`src/asd_pkg.sv`:
```
// package for the adc scan, dac load and power-down control block
// assumes a serial front end that delivers one command byte plus a 16-bit data word per write
package asd_pkg;

    // command bytes of the three write registers
    localparam logic [7:0] CMD_ADC_SCAN = 8'h62;
    localparam logic [7:0] CMD_POWER_DOWN = 8'h64;
    localparam logic [7:0] CMD_DAC_LOAD = 8'h66;

    // field positions
    localparam int SCAN_CONT_BIT = 11;
    localparam int PWR_GLOBAL_BIT = 11;
    localparam int PWR_FORCE_REF_BIT = 10;
    localparam int PWR_WDOG_OFF_BIT = 9;
    localparam int PWR_OSC_OFF_BIT = 8;
    localparam int PWR_DAC_B_BIT = 4;
    localparam int PWR_DAC_A_BIT = 0;
    localparam int LOAD_A_BIT = 0;
    localparam int LOAD_B_BIT = 1;
    localparam int NUM_CHAN = 11;

    // reset values
    localparam logic [11:0] SCAN_RESET = 12'h000;
    localparam logic [11:0] POWER_RESET = 12'h8ff;
    localparam logic [11:0] DAC_RESET = 12'h000;
    localparam logic [3:0] CHAN_NONE = 4'hb;

    // timing
    localparam int CLK_HZ = 25000000;
    localparam int REF_UP_TIME_US = 50;
    localparam int REF_UP_CYCLES = (REF_UP_TIME_US * (CLK_HZ / 1000) + 999) / 1000;
    localparam int WDOG_TIME_MS = 80;
    localparam int WDOG_CYCLES_DEF = WDOG_TIME_MS * (CLK_HZ / 1000);

    // decoded serial write
    typedef struct packed {
        logic valid;
        logic [7:0] code;
        logic [15:0] data;
    } asd_cmd_t;

    // one fifo entry
    typedef struct packed {
        logic [3:0] chan;
        logic [11:0] value;
    } asd_result_t;

    typedef enum logic [1:0] {S_IDLE, S_REF_WAIT, S_START, S_WAIT} asd_state_t;

endpackage : asd_pkg

```
`src/asd_ctrl.sv`:
```
// adc scan control, software dac load and power-down control registers
// assumes CMD holds one decoded serial write for one cycle; adc core and fifo sit outside
//
// Functional notes
// - continuous flag repeats selected scan without commands
// - continuous only in clock modes 00, 01
// - fifo write only when monitor enable set
// - D0 internal, D1/D6 remote temperature select
// - D2/D7 select current-sense voltages
// - D3/D8 select dac codes
// - D4/D9 select gate-drive voltages
// - D5/D10 select auxiliary analog inputs
// - dac load at 66h, bits 15..2 ignored
// - load bit D1 copies channel b dac
// - load bit D0 copies channel a dac
// - global shutdown overrides, aborts scan to idle, disables dacs/adc
// - shutdown set at reset, scan and power-down writes still accepted, dac loads ignored
// - forced reference skips 50us power-up wait
// - watchdog restarts alu after 80ms unless off
// - oscillator-off bit clears on next command other than a power-down write, which loads it from D8
// - channel b power-down bits D7..D4, reset 1
// - channel a power-down bits D3..D0, reset 1
// - channels converted in ascending order 0..10
// - scan at 62h, power-down at 64h
// - continuous cleared: busy until scan ends, idle
`timescale 1ns/1ps
module asd_ctrl #(
    parameter int WDOG_CYCLES = asd_pkg::WDOG_CYCLES_DEF
) (
    input wire logic CORE_CLK,
    input wire logic RST,
    input wire asd_pkg::asd_cmd_t CMD,
    input wire logic [1:0] CLK_SEL,
    input wire logic ADC_MON_EN,
    input wire logic [11:0] DAC_IN_A,
    input wire logic [11:0] DAC_IN_B,
    input wire logic ADC_DONE,
    input wire logic [11:0] ADC_RESULT,
    input wire logic ALU_KICK,
    output logic [11:0] DAC_OUT_A,
    output logic [11:0] DAC_OUT_B,
    output logic ADC_START,
    output logic [3:0] ADC_CHAN,
    output logic [1:0] ADC_MODE,
    output logic FIFO_WR,
    output asd_pkg::asd_result_t FIFO_DATA,
    output logic BUSY,
    output logic [7:0] PWRDN,
    output logic DAC_EN_A,
    output logic DAC_EN_B,
    output logic ADC_EN,
    output logic REF_ON,
    output logic WDOG_EN,
    output logic OSC_OFF,
    output logic ALU_RESTART
);
    import asd_pkg::*;

    localparam int WDOG_W = $clog2(WDOG_CYCLES + 1);
    localparam int REF_W = $clog2(REF_UP_CYCLES + 1);

    // lowest selected channel at or above a start point
    function automatic logic [3:0] next_chan(input logic [10:0] mask, input logic [3:0] from);
        logic [3:0] res;
        res = CHAN_NONE;
        for (int i = NUM_CHAN - 1; i >= 0; i--) begin
            if (mask[i] && (4'(i) >= from)) begin
                res = 4'(i);
            end
        end
        return res;
    endfunction : next_chan

    ////////////////////////////////////////////////////////////////////////////
    // register file
    logic [11:0] scan_r, scan_nxt;
    logic [11:0] pwr_r, pwr_nxt;
    logic [11:0] dac_a_r, dac_a_nxt;
    logic [11:0] dac_b_r, dac_b_nxt;
    logic [7:0] pwrdn_r, pwrdn_nxt;
    logic dac_en_a_r, dac_en_a_nxt, dac_en_b_r, dac_en_b_nxt;
    logic adc_en_r, adc_en_nxt, wdog_en_r, wdog_en_nxt, osc_off_r, osc_off_nxt;
    logic global_shutdown, cont_eff;

    assign global_shutdown = pwr_r[PWR_GLOBAL_BIT];
    assign cont_eff = scan_r[SCAN_CONT_BIT] && !CLK_SEL[1];

    // command decode and derived power controls
    always_comb begin
        scan_nxt = scan_r;
        pwr_nxt = pwr_r;
        dac_a_nxt = dac_a_r;
        dac_b_nxt = dac_b_r;
        if (CMD.valid) begin
            pwr_nxt[PWR_OSC_OFF_BIT] = 1'b0;
            case (CMD.code)
                CMD_ADC_SCAN: scan_nxt = CMD.data[11:0];
                CMD_POWER_DOWN: pwr_nxt = CMD.data[11:0];
                CMD_DAC_LOAD: begin
                    // upper data bits are don't care
                    if (!global_shutdown && CMD.data[LOAD_A_BIT]) begin
                        dac_a_nxt = DAC_IN_A;
                    end
                    if (!global_shutdown && CMD.data[LOAD_B_BIT]) begin
                        dac_b_nxt = DAC_IN_B;
                    end
                end
                default: ;
            endcase
        end
        pwrdn_nxt = global_shutdown ? 8'hff : pwr_r[7:0];
        dac_en_a_nxt = !global_shutdown && !pwr_r[PWR_DAC_A_BIT];
        dac_en_b_nxt = !global_shutdown && !pwr_r[PWR_DAC_B_BIT];
        adc_en_nxt = !global_shutdown;
        wdog_en_nxt = !global_shutdown && !pwr_r[PWR_WDOG_OFF_BIT];
        osc_off_nxt = pwr_r[PWR_OSC_OFF_BIT];
    end

    // register file flops
    always_ff @(posedge CORE_CLK) begin
        if (RST) begin
            scan_r <= SCAN_RESET;
            pwr_r <= POWER_RESET;
            dac_a_r <= DAC_RESET;
            dac_b_r <= DAC_RESET;
            pwrdn_r <= POWER_RESET[7:0];
            dac_en_a_r <= 1'b0;
            dac_en_b_r <= 1'b0;
            adc_en_r <= 1'b0;
            wdog_en_r <= 1'b0;
            osc_off_r <= 1'b0;
        end else begin
            scan_r <= scan_nxt;
            pwr_r <= pwr_nxt;
            dac_a_r <= dac_a_nxt;
            dac_b_r <= dac_b_nxt;
            pwrdn_r <= pwrdn_nxt;
            dac_en_a_r <= dac_en_a_nxt;
            dac_en_b_r <= dac_en_b_nxt;
            adc_en_r <= adc_en_nxt;
            wdog_en_r <= wdog_en_nxt;
            osc_off_r <= osc_off_nxt;
        end
    end

    ////////////////////////////////////////////////////////////////////////////
    // scan engine
    asd_state_t st_r, st_nxt;
    logic [3:0] ch_r, ch_nxt;
    logic [10:0] mask_r, mask_nxt;
    logic [REF_W-1:0] wait_r, wait_nxt;
    logic start_r, start_nxt, fifo_wr_r, fifo_wr_nxt, busy_r, busy_nxt, ref_r, ref_nxt;
    asd_result_t fifo_data_r, fifo_data_nxt;
    logic [3:0] first_ch, after_ch;

    assign first_ch = next_chan(CMD.data[10:0], 4'h0);
    assign after_ch = next_chan(mask_r, 4'(ch_r + 4'h1));

    // channel walk, continuous restart and fifo write
    always_comb begin
        st_nxt = st_r;
        ch_nxt = ch_r;
        mask_nxt = mask_r;
        wait_nxt = wait_r;
        start_nxt = 1'b0;
        fifo_wr_nxt = 1'b0;
        fifo_data_nxt = fifo_data_r;
        if (global_shutdown) begin
            st_nxt = S_IDLE;
        end else begin
            case (st_r)
                S_IDLE: begin
                    if (CMD.valid && CMD.code == CMD_ADC_SCAN && first_ch != CHAN_NONE) begin
                        mask_nxt = CMD.data[10:0];
                        ch_nxt = first_ch;
                        if (ref_r || pwr_r[PWR_FORCE_REF_BIT]) begin
                            st_nxt = S_START;
                        end else begin
                            st_nxt = S_REF_WAIT;
                            wait_nxt = REF_W'(REF_UP_CYCLES - 1);
                        end
                    end
                end
                S_REF_WAIT: begin
                    if (wait_r == '0) begin
                        st_nxt = S_START;
                    end else begin
                        wait_nxt = wait_r - 1'b1;
                    end
                end
                S_START: begin
                    start_nxt = 1'b1;
                    st_nxt = S_WAIT;
                end
                S_WAIT: begin
                    if (ADC_DONE) begin
                        fifo_wr_nxt = ADC_MON_EN;
                        fifo_data_nxt = '{chan: ch_r, value: ADC_RESULT};
                        if (after_ch != CHAN_NONE) begin
                            ch_nxt = after_ch;
                            st_nxt = S_START;
                        end else if (cont_eff && next_chan(scan_r[10:0], 4'h0) != CHAN_NONE) begin
                            mask_nxt = scan_r[10:0];
                            ch_nxt = next_chan(scan_r[10:0], 4'h0);
                            st_nxt = S_START;
                        end else begin
                            st_nxt = S_IDLE;
                        end
                    end
                end
                default: st_nxt = S_IDLE;
            endcase
        end
        busy_nxt = (st_nxt != S_IDLE) && !cont_eff;
        ref_nxt = !global_shutdown && (pwr_r[PWR_FORCE_REF_BIT] || st_nxt != S_IDLE);
    end

    // scan engine flops
    always_ff @(posedge CORE_CLK) begin
        if (RST) begin
            st_r <= S_IDLE;
            ch_r <= 4'h0;
            mask_r <= 11'h000;
            wait_r <= '0;
            start_r <= 1'b0;
            fifo_wr_r <= 1'b0;
            fifo_data_r <= '0;
            busy_r <= 1'b0;
            ref_r <= 1'b0;
        end else begin
            st_r <= st_nxt;
            ch_r <= ch_nxt;
            mask_r <= mask_nxt;
            wait_r <= wait_nxt;
            start_r <= start_nxt;
            fifo_wr_r <= fifo_wr_nxt;
            fifo_data_r <= fifo_data_nxt;
            busy_r <= busy_nxt;
            ref_r <= ref_nxt;
        end
    end

    ////////////////////////////////////////////////////////////////////////////
    // alu watchdog
    logic [WDOG_W-1:0] wd_cnt_r, wd_cnt_nxt;
    logic wd_fire_r, wd_fire_nxt;

    // count idle cycles of the alu, restart it on expiry
    always_comb begin
        wd_cnt_nxt = wd_cnt_r + 1'b1;
        wd_fire_nxt = 1'b0;
        if (!wdog_en_nxt || ALU_KICK) begin
            wd_cnt_nxt = '0;
        end else if (wd_cnt_r == WDOG_W'(WDOG_CYCLES - 1)) begin
            wd_cnt_nxt = '0;
            wd_fire_nxt = 1'b1;
        end
    end

    always_ff @(posedge CORE_CLK) begin
        if (RST) begin
            wd_cnt_r <= '0;
            wd_fire_r <= 1'b0;
        end else begin
            wd_cnt_r <= wd_cnt_nxt;
            wd_fire_r <= wd_fire_nxt;
        end
    end

    ////////////////////////////////////////////////////////////////////////////
    // outputs
    assign DAC_OUT_A = dac_a_r;
    assign DAC_OUT_B = dac_b_r;
    assign ADC_START = start_r;
    assign ADC_CHAN = ch_r;
    assign FIFO_WR = fifo_wr_r;
    assign FIFO_DATA = fifo_data_r;
    assign BUSY = busy_r;
    assign PWRDN = pwrdn_r;
    assign DAC_EN_A = dac_en_a_r;
    assign DAC_EN_B = dac_en_b_r;
    assign ADC_EN = adc_en_r;
    assign REF_ON = ref_r;
    assign WDOG_EN = wdog_en_r;
    assign OSC_OFF = osc_off_r;
    assign ALU_RESTART = wd_fire_r;

    // conversion mode follows clock select
    always_ff @(posedge CORE_CLK) begin
        if (RST) begin
            ADC_MODE <= 2'h0;
        end else begin
            ADC_MODE <= CLK_SEL;
        end
    end

    logic [3:0] prev_ch_r;
    always_ff @(posedge CORE_CLK) begin
        if (RST) begin
            prev_ch_r <= 4'h0;
        end else if (ADC_START) begin
            prev_ch_r <= ADC_CHAN;
        end
    end

    logic a_continuous_hit;
    assign a_continuous_hit = st_r == S_WAIT && ADC_DONE && after_ch == CHAN_NONE && cont_eff;
endmodule : asd_ctrl

```
`config.mk`:
```
export PLATFORM = sky130hd
export DESIGN_NAME = asd_ctrl
export DESIGN_NICKNAME = d
export VERILOG_FILES = /design/src/asd_pkg.sv /design/src/asd_ctrl.sv
export SDC_FILE = /design/constraint.sdc
export NUM_CORES = 1
export LEC_CHECK = 0
export CORE_MARGIN = 4
export CORE_UTILIZATION = 34
export CTS_BUF_LIST = sky130_fd_sc_hd__clkbuf_8
export DETAILED_ROUTE_END_ITERATION = 10
export DONT_BUFFER_PORTS = 1
export GPL_ROUTABILITY_DRIVEN = 1
export GPL_TIMING_DRIVEN = 0
export PLACE_DENSITY_LB_ADDON = 0.05
export SYNTH_ARGS = -nofsm -noshare
export SYNTH_HDL_FRONTEND = slang
export SYNTH_SLANG_ARGS = --single-unit
```
`constraint.sdc`:
```
create_clock -name CORE_CLK -period 6.6 [get_ports CORE_CLK]
set_input_delay 1.32 -clock CORE_CLK [delete_from_list [all_inputs] [get_ports CORE_CLK]]
set_output_delay 1.32 -clock CORE_CLK [all_outputs]
set_load 0.05 [all_outputs]
```
==> flow_summary.toml, run 1 <==
[critical_path]
ff2ff_setup_slack_ns = 3.29
crit_fanout = 9
worst_ep_required_time_ns = 6.90
worstSetupStartpointType = "flip-flop"
crit_chain = "inv_1 -> ha_1 -> a21oi_1 -> a21boi_0 -> a21boi_1 -> nor4_4 -> o311ai_0 -> a32oi_1 -> a211oi_2"
endpoint = "ADC_CHAN[1]"
crit_family = "compound AO/OA/AOI/OAI gates"
cp.depth = 9
crit_arrival_ns = 3.61
worst-path-buf-inv = 1
crit_path_top_delay_cell = "dfxtp_1"
end_kind = "flip-flop"
worstSetupPathType = "flip-flop to flip-flop"
critPathMaxStageDelay_ns = 0.88
r2r_cells = 9
reg2reg_to = "ADC_CHAN[1]"
startpoint = "ADC_CHAN[0]"
r2r-start = "ADC_CHAN[0]"

[global_route]
grt_util_all_layers_pct = 17.2
grt_pass1_vias = 4840
grt_pass1_wl_um = 26700
grt_max_degree = 17
overflow = 0
antenna_found_initial = 0

[sta]
worst_pin_slew_ns = 0.858
slew_headroom_pct = 42.7
setup_viol = 0
finalMaxSlewViolations = 0
hold_viol = 0
fin_skew_ns = 0.00892
max_freq_ghz = 0.302
period_minus_slack_ns = 3.31
rsz0062_at_grt = "false"
fin_tns_setup_ns = 0
period_share_pct = 50.1

[layout]
multi_input_area_mm2 = 0.00296
mostFrequentLayoutCell = "dfxtp_1"
area_growth_pct = 11.9
finalNonFillerCells = 935
mostFrequentLayoutCells = "133 x dfxtp_1, 91 x nor2_1, 78 x nand2_1"
drive_above_1_share_pct = 9.23
fillers = 1748
diodes = 0
regArea_mm2 = 0.00266
fin_nets = 779

[place]
gp_congestion = 0.852
dp.cells = 903
io_buffers = 0
detailed_place_hpwl_um = 12800

[yosys]
syn-num-nets = 760
yosysTopAreaCell = "dfxtp_1"
synth_cell_type_count = 71
synth-warning-count = 0
postSynthCellCount = 683
synth_ff_type = "dfxtp_1"
synth_area_mm2 = 0.00589
synth-async-reset-ratio_pct = 0
synth_edf_count = 0
syn_avg_cell_area_um2 = 8.62
ys_ff_latch = 133
ys_seq_area_share_pct = 45.2
ys_top_cells_by_area = "dfxtp_1 45%, nor2_1 5.8%, mux2i_1 5.6%, nand2_1 5.0%, a21oi_1 3.7%"
synth.top_cell.area_share_pct = 45.2

[route]
drt_iter0_drc = 331
dr.pass1.iters = 5
m1WireLength_um = 7070
maxUsedRoutingLayer = "met4"
route.met3.wl_um = 960
drc_errors = 0
detail-route-antenna-nets = 0
wl_um = 16700
drt-vias-per-instance = 5.26
wl_per_cell_um = 17.8
vias = 4918
dr_wl_met2_um = 8110

[clock_network]
clkLatencyLatePin_ns = 0.45
cts_setup_buffers = 0
clk_pin_slew_ns = 0.08
cts_resized = 0
holdBufCountCts = 0
cts_buffers = 17
htreeDepth = 4
clock_path_buffers = 2
clockRootBuffer = "clkbuf_8"
cts.sinks = 133
cts_tree = "yes"

[die]
die-area_mm2 = 0.0195
die_x_um = 140
placementRows = 47
io_pins = 132
dieHeight_um = 140
core_area_mm2 = 0.0168
initial_utilization_pct = 35.1

[pwr]
p_leak_nw = 2.50
pwr_density_cell_mw_per_mm2 = 237
ir_drop_mv = 0.179

[min_path]
min_path_type = "flip-flop to flip-flop"
min_from = "wd_cnt_r[0]"

[run]
drv_cap = 0

[outcome]
status = "finished, final reports clean"
==> through the flow <==
stage | power [W] | utilization [%] | instance area (µm²) | setup WS [ns] | hold WS, ns
2_1_floorplan | 0.000840 | - | 5890 | 3.76 | 0.414
3_3_place_gp | 0.000847 | 36.8 | 6160 | 3.31 | 0.431
3_5_place_dp | 0.000848 | 36.8 | 6160 | 3.29 | 0.438
4_1_cts | 0.00158 | 39.3 | 6580 | 3.26 | 0.459
5_1_grt | 0.00163 | 39.3 | 6580 | 3.07 | 0.473
6_report | 0.00156 | 39.3 | 6580 | 3.29 | 0.452
==> how the worst min path moves through the flow <==
stage	to	slack, ns	depth (start not counted)
after CTS	wd_cnt_r[0]	0.46	1
after global placement	wd_cnt_r[0]	0.43	1
after global routing	PWRDN[6]	0.47	1
after floorplan	WDOG_EN	0.41	1
final	wd_cnt_r[0]	0.45	1
after detailed placement	PWRDN[1]	0.44	1
==> routing by layer <==
metal | vias up | track usage (%)
li1 | 2426 | -
met1 | 2318 | 20.7
met2 | 136 | 28.2
met3 | 38 | 5.90
met4 | 0 | 6.88
met5 | - | 0
==> cell families (layout without fill, tap and decap cells) <==
kind of cell,Yosys count,in the layout,synth area share (%)
AO/OA/AOI/OAI,126,126,13.7
XOR/XNOR,23,23,3.68
adder cells (fa/ha/maj),9,9,1.91
buffers and inverters,53,85,4.53
flip-flops,133,133,45.2
multiplexers,33,33,5.61
AND/OR/NAND/NOR,306,306,25.3
==> Yosys cell counts (3+ instances only) <==
library cell	n
nor2_1	91
buf_1	3
or2_2	4
xnor2_1	7
mux2i_1	33
o21ai_1	11
nand2_1	78
o21ai_0	16
ha_1	9
nand2b_1	8
clkbuf_1	17
nor3_1	13
o211ai_1	3
nand4_1	10
nand3_1	42
xor2_1	14
dfxtp_1	133
a21boi_0	3
and2_1	7
clkbuf_8	4
nor2b_1	11
or3_1	14
a211oi_1	3
inv_1	21
buf_2	3
and3_1	4
a21oi_1	43
a31oi_1	20
nor4_1	6
==> state kept, by name, summed over array words and instances (netlist names), 2 cells and up <==
name and count:
wd_cnt_r 21, FIFO_DATA 16, DAC_OUT_A 12, DAC_OUT_B 12, pwr_r 12, scan_r 12, mask_r 11, wait_r 11
PWRDN 8, ADC_CHAN 4, ADC_MODE 2, st_r 2
==> report_power, final <==
group          leakage [nW]  switching, W  internal, W
clock                 0.206      0.000345     0.000387
combinational          1.23     0.0000164   0.00000678
sequential             1.07    0.00000287     0.000802
total                  2.50      0.000365      0.00120
==> cell type report <==
class,count,share of cell area [%]
multi-input cells,497,44.9
flip-flops and latches,133,40.4
well taps,220,4.18
clock buffers,18,3.76
plain buffers,32,2.85
clock inverters,14,2.66
inverters,21,1.20
Note: power is estimated with default switching activity, not from simulation.
==> run 2: changes to the inputs <==
Clock period 6.6 ns to 3.15 ns, I/O delays scaled along.
==> run 2 against run 1 <==
  * Via count fell by 0.10%
  * Sequential power rose by 110%
  * Wire length barely moved
  * Core utilization barely moved
  * Register-to-register slack got worse by 3.1 ns
  * Global-route usage barely moved
  * Total power rose by 110%
  * Flip-flop and latch count did not move
  * Sequential share of layout area barely moved
  * Clock power rose by 110%
  * Fmax rose by 10%
  * Critical path type unchanged
==> flow_summary.toml, run 2 (synthesis results as in run 1) <==
[outcome]
status = "finished, final reports clean"

[pwr]
clkPwrFrac_pct = 46.9
ir_drop_mv = 0.374
p_int_w = 0.00251
power.switching_w = 0.000765
p_leak_nw = 2.51
pwr_density_cell_mw_per_mm2 = 496
swShare_pct = 23.4
pwr-share-seq_pct = 51.6
power_frac_comb_pct = 1.5

[sta]
period_minus_slack_ns = 3.00
fin_tns_setup_ns = 0
timing.final.ws_setup_ns = 0.149
slew_headroom_pct = 49.9
setup_viol = 0
max_freq_ghz = 0.333
worst_pin_slew_ns = 0.751
hold_viol = 0
rsz0062_at_grt = "false"
finalMaxSlewViolations = 0
period_share_pct = 95.3
whs_ns = 0.299
fin_skew_ns = 0.0102

[layout]
largest_reg_flops = 21
diodes = 0
drive_above_1_share_pct = 9.51
largest_register = "wd_cnt_r"
mostFrequentLayoutCells = "131 x dfxtp_1, 91 x nor2_1, 78 x nand2_1"
fin_area_mm2 = 0.00659
mostFrequentLayoutCell = "dfxtp_1"
area_growth_pct = 11.9
final_util_pct = 39.3
fin_nets = 779

[global_route]
grt_pass1_wl_um = 26700
grt_max_degree = 17
overflow = 0
grt_pass1_vias = 4840
grt_util_all_layers_pct = 17.2
antenna_found_initial = 0

[critical_path]
crit_fanout = 8
reg2reg_to = "ADC_CHAN[1]"
crit_chain = "buf_4 -> nand3_2 -> xnor2_2 -> a31oi_1 -> o32ai_2 -> o311ai_0 -> a32oi_1 -> a211oi_2"
r2r_cells = 8
crit_path_top_delay_cell = "dfxtp_1"
worst-path-buf-inv = 1
crit_family = "compound AO/OA/AOI/OAI gates"
crit_arrival_ns = 3.30
critPathMaxStageDelay_ns = 0.64
end_kind = "flip-flop"
worstSetupStartpointType = "flip-flop"
ff2ff_setup_slack_ns = 0.15
worstSetupPathType = "flip-flop to flip-flop"
worst_ep_required_time_ns = 3.45
r2r-start = "ADC_CHAN[2]"

[route]
drt_iter0_drc = 331
dr.pass1.iters = 5
drt-vias-per-instance = 5.25
wl_per_cell_um = 17.8
vias = 4913
detail-route-antenna-nets = 0
wl_um = 16600
drc_errors = 0

[clock_network]
cts_tree = "yes"
clockRootBuffer = "clkbuf_8"
cts.sinks = 133
clkLatencyLatePin_ns = 0.45
clock_path_buffers = 2
clk_pin_slew_ns = 0.09
holdBufCountCts = 0
htreeDepth = 4
cts_resized = 2
cts_setup_buffers = 0
cts_buffers = 17

[die]
die-area_mm2 = 0.0195
initial_utilization_pct = 35.1
core_area_mm2 = 0.0168
dieHeight_um = 140
io_pins = 132
placementRows = 47
die_x_um = 140

[min_path]
holdPathStages = 2
min_delay_worst_endpoint = "pwr_r[1]"
min_from = "CMD[1]"
min_path_type = "input port to flip-flop"

[run]
drv_cap = 0

[place]
io_buffers = 0
gp_congestion = 0.852
place_ws_ns = -0.161
dpl_cell_area_mm2 = 0.00616
detailed_place_hpwl_um = 12800
[run 2: changes by cell type in the layout (fill, tap and decap cells not counted)]
cell / change
dfxtp_2: +1
dfxtp_1: -2
dfxtp_4: +1
[run 2: how the worst max path moves through the flow]
stage,from,end,depth (start not counted)
floorplan,ADC_CHAN[0],ADC_CHAN[0],9
global placement,ADC_CHAN[0],ADC_CHAN[1],9
detailed placement,ADC_CHAN[0],ADC_CHAN[1],9
CTS,ADC_CHAN[0],ADC_CHAN[1],9
global route,ADC_CHAN[1],ADC_CHAN[1],9
finish,ADC_CHAN[2],ADC_CHAN[1],8
[run 2: final cells by class]
type,instances,area (µm²)
buffer,32,188
clock buffer,18,248
clock inverter,14,175
fill,1745,10200
inverter,21,78.8
multi-input combinational,497,2960
sequential,133,2670
tap,220,275
[run 2: stage by stage]
step                      cells  total power, W
after floorplan             683         0.00176
after global placement      903         0.00178
after detailed placement    903         0.00178
after CTS                   935         0.00332
after global routing        935         0.00341
final                       935         0.00327
[run 2: worst register-to-register path, stage by stage, from the launching register on]
cell and delay (ns):
dfxtp_1 0.64, buf_4 0.29, nand3_2 0.12, xnor2_2 0.35
a31oi_1 0.10, o32ai_2 0.59, o311ai_0 0.32, a32oi_1 0.32
a211oi_2 0.10
[run 2: power by group through the flow]
stage	Combinational [W]	Clock [W]	Sequential, W
final	0.0000486	0.00154	0.00169
after global routing	0.0000529	0.00167	0.00169
after CTS	0.0000489	0.00158	0.00169
after detailed placement	0.0000487	0	0.00173
after global placement	0.0000481	0	0.00173
after floorplan	0.0000336	0	0.00173
[run 2: layer usage]
metal  vias to the layer above  wire length [µm]  track usage (%)
met5                         -                 0                0
met4                         0               499             6.88
met3                        35               950             5.90
met2                       130              8120             28.2
met1                      2322              7070             20.7
li1                       2426                 -                -
==> run 3: changes to the inputs <==
Settings changed: ABC_AREA set to 1.
==> run 3 against run 2 <==
  * Fmax rose by 4.8%
  * First-iteration DRC count shrank 37%
  * Synthesized area is 0.45% lower
  * Register-to-register slack better by 0.14 ns
  * Critical path depth up 15
  * Total power is 2.3% higher
  * Critical path type unchanged
  * Critical endpoint is now mask_r[9]
  * Largest cell class is now sequential cells
==> flow_summary.toml, run 3 <==
[pwr]
power.switching_w = 0.000775
clkPwrFrac_pct = 47.5
power_frac_comb_pct = 2.1
p_leak_nw = 2.70
swShare_pct = 23.2
ir_drop_mv = 0.270
pwr-share-seq_pct = 50.4
p_int_w = 0.00257
pwr_density_cell_mw_per_mm2 = 509

[sta]
fin_skew_ns = 0.00780
setup_viol = 0
worst_pin_slew_ns = 1.07
period_share_pct = 90.9
hold_viol = 0
rsz0062_at_grt = "false"
max_freq_ghz = 0.349
finalMaxSlewViolations = 0
fin_tns_setup_ns = 0
slew_headroom_pct = 28.2
period_minus_slack_ns = 2.86

[global_route]
grt_pass1_wl_um = 25800
use_met1_pct = 21.2
antenna_found_initial = 0
grt_max_degree = 17
use_met3_pct = 5.87
use_met2_pct = 26.2
grt_util_all_layers_pct = 16.4
grt.busiest_layer = "met2"
overflow = 0
grt_pass1_vias = 4934

[layout]
fillers = 1758
fin_nets = 890
mostFrequentLayoutCells = "132 x dfxtp_1, 122 x nand2_1, 115 x inv_1"
diodes = 0
drive_above_1_share_pct = 8.35
largest_reg_flops = 21
fin_area_mm2 = 0.00657
area_growth_pct = 12.2
mostFrequentLayoutCell = "dfxtp_1"
finalNonFillerCells = 1046
largest_register = "wd_cnt_r"

[clock_network]
clkLatencyLatePin_ns = 0.44
clk_pin_slew_ns = 0.08
clock_path_buffers = 2
clockRootBuffer = "clkbuf_8"
cts_setup_buffers = 0
holdBufCountCts = 0
htreeDepth = 4
cts_tree = "yes"
cts_buffers = 17
cts.sinks = 133

[route]
drt_iter0_drc = 210
drt-vias-per-instance = 4.90
wl_um = 15900
dr.pass1.iters = 5
drc_errors = 0
detail-route-antenna-nets = 0
wl_per_cell_um = 15.2
vias = 5121

[yosys]
syn_avg_cell_area_um2 = 7.38
synth-async-reset-ratio_pct = 0
synth_area_mm2 = 0.00586
synth_common_cells = "133 x dfxtp_1, 122 x nand2_1, 114 x inv_1, 107 x nor2_1, 63 x o21ai_0"
yosysTopAreaCell = "dfxtp_1"
synth_ff_type = "dfxtp_1"
synth.top_cell.area_share_pct = 45.4
postSynthCellCount = 794
syn-num-nets = 871
synth-warning-count = 0
synth_edf_count = 0
ys_top_cells_by_area = "dfxtp_1 45%, nand2_1 7.8%, inv_1 7.3%, nor2_1 6.9%, o21ai_0 5.4%"
ys_seq_area_share_pct = 45.4
yosysMostFrequentCell = "dfxtp_1"
ys_ff_latch = 133
synth_cell_type_count = 44

[critical_path]
crit_arrival_ns = 3.16
r2r_cells = 23
end_kind = "flip-flop"
worst_ep_required_time_ns = 3.44
crit_fanout = 10
worstSetupStartpointType = "flip-flop"
worstSetupPathType = "flip-flop to flip-flop"
crit_chain = "ha_1 -> inv_1 -> nand2_1 -> nand2_1 -> inv_2 -> nand2_2 -> nand2_1 -> nand2_1 -> nand2_1 -> nand2_1 -> nand2_1 -> nand2_1 -> nand2_1 -> nand2_1 -> nand2_1 -> nand2_2 -> nand2_4 -> nand3_4 -> o21ai_4 -> nand2_1 -> buf_2 -> nand2_1 -> a21oi_1"
crit_path_top_delay_cell = "dfxtp_1"
critPathMaxStageDelay_ns = 0.76
cp_common_cell = "nand2_1"

[place]
dp.cells = 1014
gp_congestion = 0.853
detailed_place_hpwl_um = 12400
dpl_cell_area_mm2 = 0.00613
io_buffers = 0

[min_path]
holdPathStages = 1
min_path_type = "input port to flip-flop"

[die]
initial_utilization_pct = 35.0
dieHeight_um = 139
core_area_mm2 = 0.0168
die_x_um = 139
io_pins = 132
die-area_mm2 = 0.0194
placementRows = 47

[run]
drv_cap = 0

[outcome]
status = "finished, final reports clean"
==> run 3: area by class of cell <==
cell class / instances / area, µm² / area share, %
plain buffers: 27 / 113 / 1.71
clock buffers: 17 / 234 / 3.56
clock inverters: 15 / 204 / 3.10
inverters: 122 / 458 / 6.97
multi-input cells: 512 / 2630 / 40.0
flip-flops and latches: 133 / 2660 / 40.5
well taps: 220 / 275 / 4.19
==> run 3: through the flow <==
stage	worst slack [ns]	total power, W	hold slack (ns)	util (%)
finish	0.287	0.00335	0.261	39.2
global route	0.0128	0.00349	0.222	39.2
CTS	0.256	0.00341	0.229	39.2
detailed placement	0.264	0.00180	0.426	36.6
global placement	0.330	0.00180	0.425	36.6
floorplan	0.600	0.00177	0.399	-
==> run 3: kinds of logic after synthesis <==
logic type	synth area share, %
AND/OR/NAND/NOR	24.7
AO/OA/AOI/OAI	17.1
buffers and inverters	9.74
flip-flops	45.4
adder cells (fa/ha/maj)	1.92
XOR/XNOR	1.05
==> run 3: what timing repair did <==
item | 4_1_cts | 5_1_grt
gates resized for setup | 0 | 1
hold endpoints to repair | 0 | 0
endpoints found under the setup margin | 0 | 4
==> run 3: path summary, 6_finish.rpt <==
path                                  start          end  slack [ns]
worst max-delay path            ADC_CHAN[0]    mask_r[9]        0.29
worst max register to register  ADC_CHAN[0]    mask_r[9]        0.29
worst min-delay path               ALU_KICK  ALU_RESTART        0.26
worst min register to register     pwr_r[4]     DAC_EN_B        0.44
==> run 3: worst max-delay path: cells and delay by family, from the launching register on <==
family | cells | cell delay (ns)
AOI/OAI and AO/OA | 2 | 0.22
buffers and inverters | 3 | 0.33
DFF | 1 | 0.76
adders and majority gates | 1 | 0.30
and+or+nand+nor | 17 | 1.11
==> run 3: power by group through the flow <==
stage	registers [W]	clock network (W)	logic, W
2_1_floorplan	0.00173	0	0.0000467
3_3_place_gp	0.00173	0	0.0000700
3_5_place_dp	0.00173	0	0.0000707
4_1_cts	0.00169	0.00165	0.0000710
5_1_grt	0.00169	0.00172	0.0000807
6_report	0.00169	0.00159	0.0000699
==> run 3: routing by layer <==
layer	part of all wire [%]	vias to the layer above
li1	-	2632
met1	46	2345
met2	46	124
met3	6.7	20
met4	1.4	0
met5	0	-
